File: src/hdl/prhg_pkg.sv
// constants and types of the rng health gate
package prhg_pkg;
	localparam int WORD_W = 16;
	localparam int FIFO_DEPTH = 8;
	localparam int FIFO_AW = 3;
	// health test window and limits
	localparam int START_BITS = 256;
	localparam int WIN_BITS = 256;
	localparam int WIN_CW = 9;
	localparam logic [8:0] ONES_MIN = 9'h60;
	localparam logic [8:0] ONES_MAX = 9'ha0;
	// repetition count: shortest failing run of one value
	localparam logic [5:0] RUN_LIMIT = 6'h20;
	// stuck source: cycles without a raw bit strobe
	localparam logic [7:0] STALL_LIMIT = 8'h40;
	localparam logic [WIN_CW-1:0] WIN_RESET = 9'h000;
	typedef enum {PRHG_START, PRHG_RUN, PRHG_FAIL} prhg_state_t;
endpackage : prhg_pkg

File: src/hdl/prhg_fifo.sv
// parameterised fifo for random words
`timescale 1ns/1ps
module prhg_fifo #(
	parameter int WIDTH = 16,
	parameter int DEPTH = 8,
	parameter int AW = 3
) (
	input wire logic sys_clk,
	input wire logic reset_n,
	input wire logic flush,
	input wire logic in_valid,
	output logic in_ready,
	input wire logic [WIDTH-1:0] in_data,
	output logic out_valid,
	input wire logic out_ready,
	output logic [WIDTH-1:0] out_data
);
	typedef struct packed {
		logic [AW:0] wr;
		logic [AW:0] rd;
	} prhg_fifo_st_t;
	prhg_fifo_st_t st;
	prhg_fifo_st_t next_st;
	logic [WIDTH-1:0] mem [DEPTH];
	logic full;
	logic empty;
	assign full = (st.wr[AW] != st.rd[AW]) && (st.wr[AW-1:0] == st.rd[AW-1:0]);
	assign empty = (st.wr == st.rd);
	assign in_ready = !full && !flush;
	assign out_valid = !empty && !flush;
	assign out_data = mem[st.rd[AW-1:0]];
	always_comb begin
		next_st = st;
		if (in_valid && in_ready) begin
			next_st.wr = st.wr + 1'b1;
		end
		if (out_valid && out_ready) begin
			next_st.rd = st.rd + 1'b1;
		end
		if (flush) begin
			next_st = '0;
		end
	end
	always_ff @(posedge sys_clk) begin
		if (!reset_n) begin
			st <= '0;
		end else begin
			st <= next_st;
		end
	end
	always_ff @(posedge sys_clk) begin
		if (in_valid && in_ready) begin
			mem[st.wr[AW-1:0]] <= in_data;
		end
	end
endmodule // prhg_fifo

File: src/hdl/prhg_gate.sv
// health gate top: raw bit tests, word packing, gated fifo output
// Contract
// - total failure at start blocks all output
// - failure in operation discards dependent words
// - statistical test at start and continuously
// - no words before start pass or after defect
// - test runs by itself, bounded detection time
// - words delivered as 8 or 16 bits
// - thresholds keep entropy above bound
`timescale 1ns/1ps
module prhg_gate (
	input wire logic sys_clk,
	input wire logic reset_n,
	input wire logic start,
	input wire logic word8,
	input wire logic raw_bit,
	input wire logic raw_strobe,
	output logic [prhg_pkg::WORD_W-1:0] rnd_data,
	output logic rnd_valid,
	input wire logic rnd_ready,
	output logic running,
	output logic ready_ok,
	output logic fail_total,
	output logic fail_stat
);
	import prhg_pkg::*;
	typedef struct packed {
		prhg_state_t state;
		logic wide;
		logic prev;
		logic strobe_d;
		logic [5:0] run;
		logic [7:0] stall;
		logic [WIN_CW-1:0] cnt;
		logic [8:0] ones;
		logic [WORD_W-1:0] shift;
		logic [4:0] nbits;
		logic [WORD_W-1:0] pend;
		logic pend_v;
		logic pass;
		logic ftot;
		logic fstat;
		logic [WORD_W-1:0] odata;
		logic ovalid;
		logic alive;
	} prhg_st_t;
	prhg_st_t st;
	prhg_st_t next_st;
	logic [1:0] sync_q;
	logic bit_s;
	logic strobe_s;
	logic bit_ev;
	logic fifo_in_ready;
	logic fifo_out_valid;
	logic [WORD_W-1:0] fifo_out_data;
	logic fifo_pop;
	logic flush;
	logic win_end;
	logic run_bad;
	logic ones_bad;
	logic [4:0] word_bits;
	// stall limit plus the stall clear stage and the one register stage that sets flag and state
	localparam int DETECT_SPAN = int'(STALL_LIMIT) + 2;
	prhg_sync u_sync (
		.sys_clk(sys_clk),
		.reset_n(reset_n),
		.d({raw_strobe, raw_bit}),
		.q(sync_q)
	);
	assign bit_s = sync_q[0];
	assign strobe_s = sync_q[1];
	assign bit_ev = strobe_s && !st.strobe_d;
	assign word_bits = st.wide ? 5'h10 : 5'h08;
	assign win_end = bit_ev && (st.cnt == WIN_CW'(WIN_BITS - 1));
	assign run_bad = bit_ev && (bit_s == st.prev) && (st.run >= RUN_LIMIT - 6'h01);
	assign ones_bad = win_end && (((st.ones + {8'h00, bit_s}) < ONES_MIN)
		|| ((st.ones + {8'h00, bit_s}) > ONES_MAX));
	assign flush = (st.state != PRHG_RUN) || start;
	assign fifo_pop = fifo_out_valid && (!st.ovalid || rnd_ready) && st.pass;
	prhg_fifo #(
		.WIDTH(WORD_W),
		.DEPTH(FIFO_DEPTH),
		.AW(FIFO_AW)
	) u_fifo (
		.sys_clk(sys_clk),
		.reset_n(reset_n),
		.flush(flush),
		.in_valid(st.pend_v && st.pass),
		.in_ready(fifo_in_ready),
		.in_data(st.pend),
		.out_valid(fifo_out_valid),
		.out_ready(fifo_pop),
		.out_data(fifo_out_data)
	);
	always_comb begin
		next_st = st;
		next_st.strobe_d = strobe_s;
		if (start) begin
			// only a restart or reset_n clears the flags
			next_st = '0;
			next_st.state = PRHG_START;
			next_st.wide = !word8;
			next_st.strobe_d = strobe_s;
			next_st.cnt = WIN_RESET;
		end else begin
			case (st.state)
				PRHG_START, PRHG_RUN: begin
					if (bit_ev) begin
						next_st.stall = 8'h00;
					end else if (st.stall != STALL_LIMIT) begin
						next_st.stall = st.stall + 8'h01;
					end
					if (bit_ev) begin
						// every raw bit enters the test
						next_st.prev = bit_s;
						next_st.run = (bit_s == st.prev) ? st.run + 6'h01 : 6'h01;
						next_st.cnt = win_end ? WIN_RESET : st.cnt + 1'b1;
						next_st.ones = win_end ? 9'h000 : st.ones + {8'h00, bit_s};
						next_st.shift = {st.shift[WORD_W-2:0], bit_s};
						next_st.nbits = st.nbits + 5'h01;
						if (st.nbits + 5'h01 == word_bits) begin
							next_st.nbits = 5'h00;
							// narrow words sit in the low byte
							next_st.pend = st.wide ? {st.shift[WORD_W-2:0], bit_s}
								: {8'h00, st.shift[6:0], bit_s};
							next_st.pend_v = 1'b1;
						end
					end
					if (st.pend_v && st.pass && fifo_in_ready) begin
						next_st.pend_v = 1'b0;
					end
					// start window must pass before run
					if (st.state == PRHG_START && win_end && !ones_bad && !run_bad) begin
						next_st.state = PRHG_RUN;
						next_st.pass = 1'b1;
						next_st.pend_v = 1'b0;
					end
					// failure drops pending and queued words
					if (st.stall == STALL_LIMIT) begin
						next_st.ftot = 1'b1;
						next_st.state = PRHG_FAIL;
					end
					if (run_bad || ones_bad) begin
						next_st.fstat = 1'b1;
						next_st.state = PRHG_FAIL;
					end
					if (next_st.state == PRHG_FAIL) begin
						next_st.pass = 1'b0;
						next_st.pend_v = 1'b0;
					end
				end
				PRHG_FAIL: begin
					next_st.pass = 1'b0;
				end
				default: begin
					next_st.state = PRHG_FAIL;
				end
			endcase
		end
		// output register only fed while passing
		if (fifo_pop) begin
			next_st.odata = fifo_out_data;
			next_st.ovalid = 1'b1;
		end else if (rnd_ready) begin
			next_st.ovalid = 1'b0;
		end
		if (!next_st.pass) begin
			next_st.ovalid = 1'b0;
		end
		// running flag registered with the state
		next_st.alive = (next_st.state != PRHG_FAIL);
	end
	always_ff @(posedge sys_clk) begin
		if (!reset_n) begin
			st <= '0;
			st.state <= PRHG_FAIL;
		end else begin
			st <= next_st;
		end
	end
	assign rnd_data = st.odata;
	assign rnd_valid = st.ovalid;
	assign running = st.alive;
	assign ready_ok = st.pass;
	assign fail_total = st.ftot;
	assign fail_stat = st.fstat;
endmodule // prhg_gate

File: src/hdl/prhg_sync.sv
// two flop synchroniser for raw source pins
`timescale 1ns/1ps
module prhg_sync (
	input wire logic sys_clk,
	input wire logic reset_n,
	input wire logic [1:0] d,
	output logic [1:0] q
);
	typedef struct packed {
		logic [1:0] s1;
		logic [1:0] s2;
	} prhg_sync_st_t;
	prhg_sync_st_t st;
	prhg_sync_st_t next_st;
	assign q = st.s2;
	always_comb begin
		next_st.s1 = d;
		next_st.s2 = st.s1;
	end
	always_ff @(posedge sys_clk) begin
		if (!reset_n) begin
			st <= '0;
		end else begin
			st <= next_st;
		end
	end
endmodule // prhg_sync

File: config.mk
export PLATFORM = sky130hd
export DESIGN_NAME = prhg_gate
export DESIGN_NICKNAME = d
export VERILOG_FILES = /design/src/hdl/prhg_pkg.sv /design/src/hdl/prhg_fifo.sv /design/src/hdl/prhg_gate.sv /design/src/hdl/prhg_sync.sv
export SDC_FILE = /design/constraint.sdc
export NUM_CORES = 1
export LEC_CHECK = 0
export BUFFER_PORTS_ARGS = -buffer_cell sky130_fd_sc_hd__buf_2
export CORE_ASPECT_RATIO = 0.75
export CORE_MARGIN = 1.5
export CORE_UTILIZATION = 45
export CTS_BUF_LIST = sky130_fd_sc_hd__clkbuf_16
export DETAILED_ROUTE_END_ITERATION = 6
export SYNTH_ARGS = -nofsm -noshare
export SYNTH_HDL_FRONTEND = slang
export SYNTH_HIERARCHICAL = 1
export SYNTH_SLANG_ARGS = --single-unit
File: constraint.sdc
create_clock -name sys_clk -period 10.3 [get_ports sys_clk]
set_clock_uncertainty 0.15 [all_clocks]
set_input_delay 1.545 -clock sys_clk [delete_from_list [all_inputs] [get_ports sys_clk]]
set_output_delay 1.545 -clock sys_clk [all_outputs]
set_load 0.05 [all_outputs]
* After elaboration in Yosys (flattened, before gate mapping)
Memory sizes are Yosys's and may differ from the RTL's. A register that Yosys moved wholly into a read port is not among the register bits.
Cells that the tools add are included.
** Word-level totals
- Register bits :: 138
- Output and inout bits :: 21
- Bits in writable memories :: 128
- Logic and storage cells :: 124
- Memories kept :: 1
** Operators by class
- Reduce and logical (&&, ||, !) cells :: 45
- Equality and inequality tests :: 13
- Multiplexer cells :: 32
- Bitwise operators :: 1
- $lt $le $gt $ge :: 3
- Add/subtract/negate cells :: 7
** Memory list
- u_fifo.mem :: depth 8, bits a word 16, rd ports 1, clocked after Yosys merged registers in 1, write ports 1, line prhg_fifo.sv:24 : logic [WIDTH-1:0] mem [DEPTH];
** Operators with widths (number)
- $mux W32 :: 6
- $logic_not A32 Y1 :: 2
- $pmux W32 S2 :: 1
- $mux W56 :: 1
- $eq A32 B1 Y1 const B :: 1
- $eq A32 B2 Y1 const B :: 1
- $eq A32 B3 Y1 const B :: 1
- $mux W16 :: 2
- $ne A32 B2 Y1 const B :: 1
- $ne A32 B3 Y1 const B :: 1
- $mux W22 :: 1
- $mux W18 :: 1
- $mux W9 :: 2
- $logic_and A1 B1 Y1 :: 16
- $mux W8 :: 2
- $reduce_and A2 Y1 :: 5
- $add A9 B1 Y9 :: 1
- $add A9 B1 Y9 const B :: 1
- $eq A9 B8 Y1 const B :: 1
- $gt A9 B8 Y1 const B :: 1
- $lt A9 B7 Y1 const B :: 1
- $mux W3 :: 3
- $add A4 B1 Y4 const B :: 2
- $add A8 B1 Y8 const B :: 1
- 23 further kinds :: 46

* Logic depth before layout (Yosys ltp)
- Depth after elaboration :: 17
- Depth in mapped cells :: 13
- Mapped depth without buffers :: 10

* Cells and area by module
The synthesis kept the hierarchy.
** Modules (own cells, without submodules)
- prhg_fifo :: instances 1, cells an instance 258, sequential area each 4063.9 um^2, area each 5420.2 um^2
- prhg_gate :: instances 1, cells an instance 547, sequential area each 2482.4 um^2, area each 4972.3 um^2
- prhg_sync :: instances 1, cells an instance 8, sequential area each 80.1 um^2, area each 105.1 um^2

* Worst setup path before layout
OpenSTA, ideal clock, no wires.
- Path kind :: input port to flip-flop
- Start point :: input port start
- End point :: memory u_fifo.mem[0][0] (enable)
- Data arrival time :: 3.704 ns
- Path slack :: 6.037 ns
- Data required time :: 9.741 ns
- Stages on the path :: 6
- Cells stage by stage :: clkbuf_1 nand3b_1 nand2b_1 a41oi_4 nand2_1 nor3_1
** On the way
- Word-level cells in the longest chain between the ends :: 6
** RTL lines
- start, declared :: line prhg_gate.sv:14 : input wire logic start,
- $logic_or A1 B1 Y1 :: line prhg_gate.sv:78 : assign flush = (st.state != PRHG_RUN) || start;
- via flush :: line prhg_gate.sv:57 : logic flush;
- $logic_not A1 Y1 :: line prhg_fifo.sv:29 : assign in_ready = !full && !flush;
- $logic_and A1 B1 Y1 :: line prhg_fifo.sv:29
- $logic_and A1 B1 Y1 :: line prhg_fifo.sv:52 : if (in_valid && in_ready) begin
- $mux W1 :: line prhg_fifo.sv:52
- $mux W1 (implied by the code) :: line prhg_fifo.sv:53 : mem[st.wr[AW-1:0]] <= in_data;
- end, declared :: line prhg_fifo.sv:24
The timed path passes the listed nets, and every way through them passes these cells.

==> results.md <==
* Pwr/cell area at 175 mW/mm²
* Fin crit share at 39.5%
* Crit. End Element: flop
* CTS resizes at 0
* Worst VDD drop at about 150 µV
* Static Leak at 3.85 nW
* H-tree levels at 1
* Commonest non-fill, non-tap cell in the layout: dfxtp_1
* Hold Crit Class: flop to flop
* Worst reg2reg startpoint: st[102]$_SDFF_PN0_
* Power Internal at about 1.7 mW
* Router iterations before antenna repair at 5
* Synth Instances at between 800 and 900
* Die footprint at around 0.024 mm²
* Largest net degree at the start of global routing at 50
* Worst Hold Launch: u_sync/next_st[1]$_SDFF_PN0_
* Synthesized flop and latch total at around 270
* Tot Pwr at around 2.1 mW
* Critical path's most frequent cell: nor2_1
* Worst setup SP type: flop
* Final Hold Vio Count at 0
* Yosys cell types at 65
* Combinational power share at 0.8%
* Most frequent cells in the layout: dfxtp_1 (138), edfxtp_1 (128), nand2_1 (87), a21oi_1 (69), nor2_1 (49)
* Vias at 6103
* Global route overflow at 0
* Clock Latency Late Sink at ~0.53 ns
* Max incr delay on CP at 0.93 ns
* IO Pins at 28
* Initial antenna violation count at 0
* Final setup fails at 0
* Main synth FF type: dfxtp_1
* Maximum fanout along the worst path at 33
* Antenna diodes at 0
* DP Worst Slack at 5.89 ns
* Crit-path leading delay family: simple AND/OR/NAND/NOR gates
* Status: finished, final reports clean
* DR WL/cell at around 17 µm
* GRT Total Usage at between 10% and 20%
* Post-DP HPWL at 12800 µm
* Die H at ~140 µm
* Worst-margin pin slew at around 1.2 ns
* Worst-path clk slew at roughly 0.070 ns
* CP Cell Sequence: nor4_1 -> nand4_1 -> nor3_2 -> nand3b_1 -> nor2_1 -> and3_1 -> nand2b_1 -> a41oi_4 -> mux2i_1 -> nor2_1
* GPL Wtd Cong at roughly 0.76
* First-pass GRT wire length at between 30000 and 40000 µm
* Port Buffers at 27
* Period minus WS final at between 4 and 5 ns
* Number of synthesized flops with an enable pin at 128
* Hold depth at 1
* Initial core utilization at between 40% and 50%
* RSZ-0062 raised after global routing: false
* Count of final max-slew check failures at 0
* Setup_tns at 0 ns
* Max Clk Rate at around 0.25 GHz
* Num rows at between 40 and 50
* TritonCTS Buffers at 26
* Area delta synth->final at 11.8%
* Clock share of power at around 45%
* Mapped Area at about 0.010 mm²
* Clock Path Buffers at 3
* Psw at a little over 400 µW
* Post-synth ARST share at 0%
* Layout Nets at 870
* Post-layout util at between 50% and 60%
* Post-Route WL at 20100 µm
* CP bufs+invs at 0
* CTS tree: built
* Crit path arrival time at approximately 4.3 ns
* DR vias/cell at 5.20
* Max-cap viol count at 0
* Root Driver: clkbuf_16
* Hold Crit Endpoint: u_sync/q[1]$_SDFF_PN0_
* Residual DRC at 0
* Warnings from Yosys at 6
* Reg2reg setup slack at between 6 and 7 ns
* R2R depth at 10
* CP Class: flop to flop
* Clock sink count at ~270
* Final antenna-violating net count at 0
* Critical-path top delay cell: and3_1
* Relative slew slack at 23.3%
* Post-CTS Setup Bufs at 0
* Total core area at roughly 0.023 mm²
* Syn Area/Cell at ~13 µm²
* Final worst slack at about 6.2 ns
* Ratio of cells with drive above 1 in the final layout at 17.5%
* Post-CTS Hold Buffers at 0
* Die width at 179 µm
* WP data required at 10.54 ns
* DRT iter0 DRCs at 451
* Vias in the first global route at ~5.7k
* Net Sw Frac at between 10% and 20%
* Register area share after synthesis at between 60% and 70%
* Flop pwr share at 54.2%
layer usage:
metal  part of all wire (%)  global-route usage [%]
met1                     54                    28.7
met2                     39                    22.5
met3                    5.9                    3.70
met4                    1.7                    4.04
met5                      0                       0
registers in the layout, summed over array words and instances, names as in the netlist, named ones only:
name	flops
rnd_valid	1
fail_stat	1
u_fifo/st	8
rnd_data	16
u_fifo/mem	128
u_sync/q	2
fail_total	1
u_sync/next_st	2
ready_ok	1
st	103
running	1
stage by stage:
stage / hold WS, ns / cells / area [µm²]
floorplan: 0.262 / 842 / 10600
global placement: 0.265 / 1125 / 10900
detailed placement: 0.276 / 1125 / 10900
CTS: 0.290 / 1173 / 11700
global route: 0.311 / 1173 / 11700
finish: 0.288 / 1173 / 11700
layout make-up:
type	instances	area (µm²)
clock inverters	20	135
flip-flops and latches	267	6630
fillers	2003	11200
repair buffers	38	218
inverters	11	41.3
well taps	300	375
clock buffers	28	701
multi-input cells	509	3640
how the worst max path moves through the flow:
stage / startpoint / end / slack [ns] / cells past startpoint
after detailed placement: start / u_fifo/st[1]$_SDFFE_PP0P_ / 5.89 / 8
after CTS: st[102]$_SDFF_PN0_ / flop / 6.18 / 10
final: st[102]$_SDFF_PN0_ / flop / 6.23 / 10
after global placement: start / flop / 5.97 / 8
after floorplan: start / u_fifo/mem[0][0]$_DFFE_PP_ / 6.04 / 6
after global routing: st[102]$_SDFF_PN0_ / flop / 5.84 / 10
kinds of logic after synthesis:
family,count (synthesis),synth area share (%)
AOI/OAI and AO/OA,114,6.77
DFF,267,63.1
adders and majority gates,10,1.19
and+or+nand+nor,274,14.1
xor gates and xnor gates,29,2.42
other,1,0.0357
muxes,52,8.96
buffers and inverters,66,3.38
synthesized netlist by cell type, types with 5 or more instances:
master	number	area [µm²]
nor2_1	49	184
xnor2_1	13	114
nor4_1	7	43.8
nand4_1	9	56.3
dfxtp_1	139	2780
nand2_1	87	327
mux2_2	16	180
and2_1	7	43.8
clkbuf_1	23	86.3
nand2b_1	9	56.3
inv_1	11	41.3
and3_1	6	37.5
buf_4	19	143
edfxtp_1	128	3840
ha_1	10	125
o21ai_0	14	70.1
nor3b_1	17	128
nand3_1	26	130
buf_2	5	25.0
mux4_2	32	721
xor2_1	16	140
a21oi_1	69	345
nor3_1	6	30.0
nor2b_1	18	113
worst register-to-register path: cells and delay by family, from the launching register on:
family | cells | cell delay [ns]
mux | 1 | 0.28
simple gates | 8 | 2.85
flops | 1 | 0.30
compound gates | 1 | 0.36
power groups by stage:
stage          logic, mW  clock network, mW  registers (mW)
3_5_place_dp      0.0164                  0            1.14
3_3_place_gp      0.0164                  0            1.14
5_1_grt           0.0185              0.996            1.11
4_1_cts           0.0165              0.949            1.11
6_report          0.0165              0.925            1.11
2_1_floorplan     0.0112                  0            1.14
Note: power is estimated with default switching activity, not from simulation.
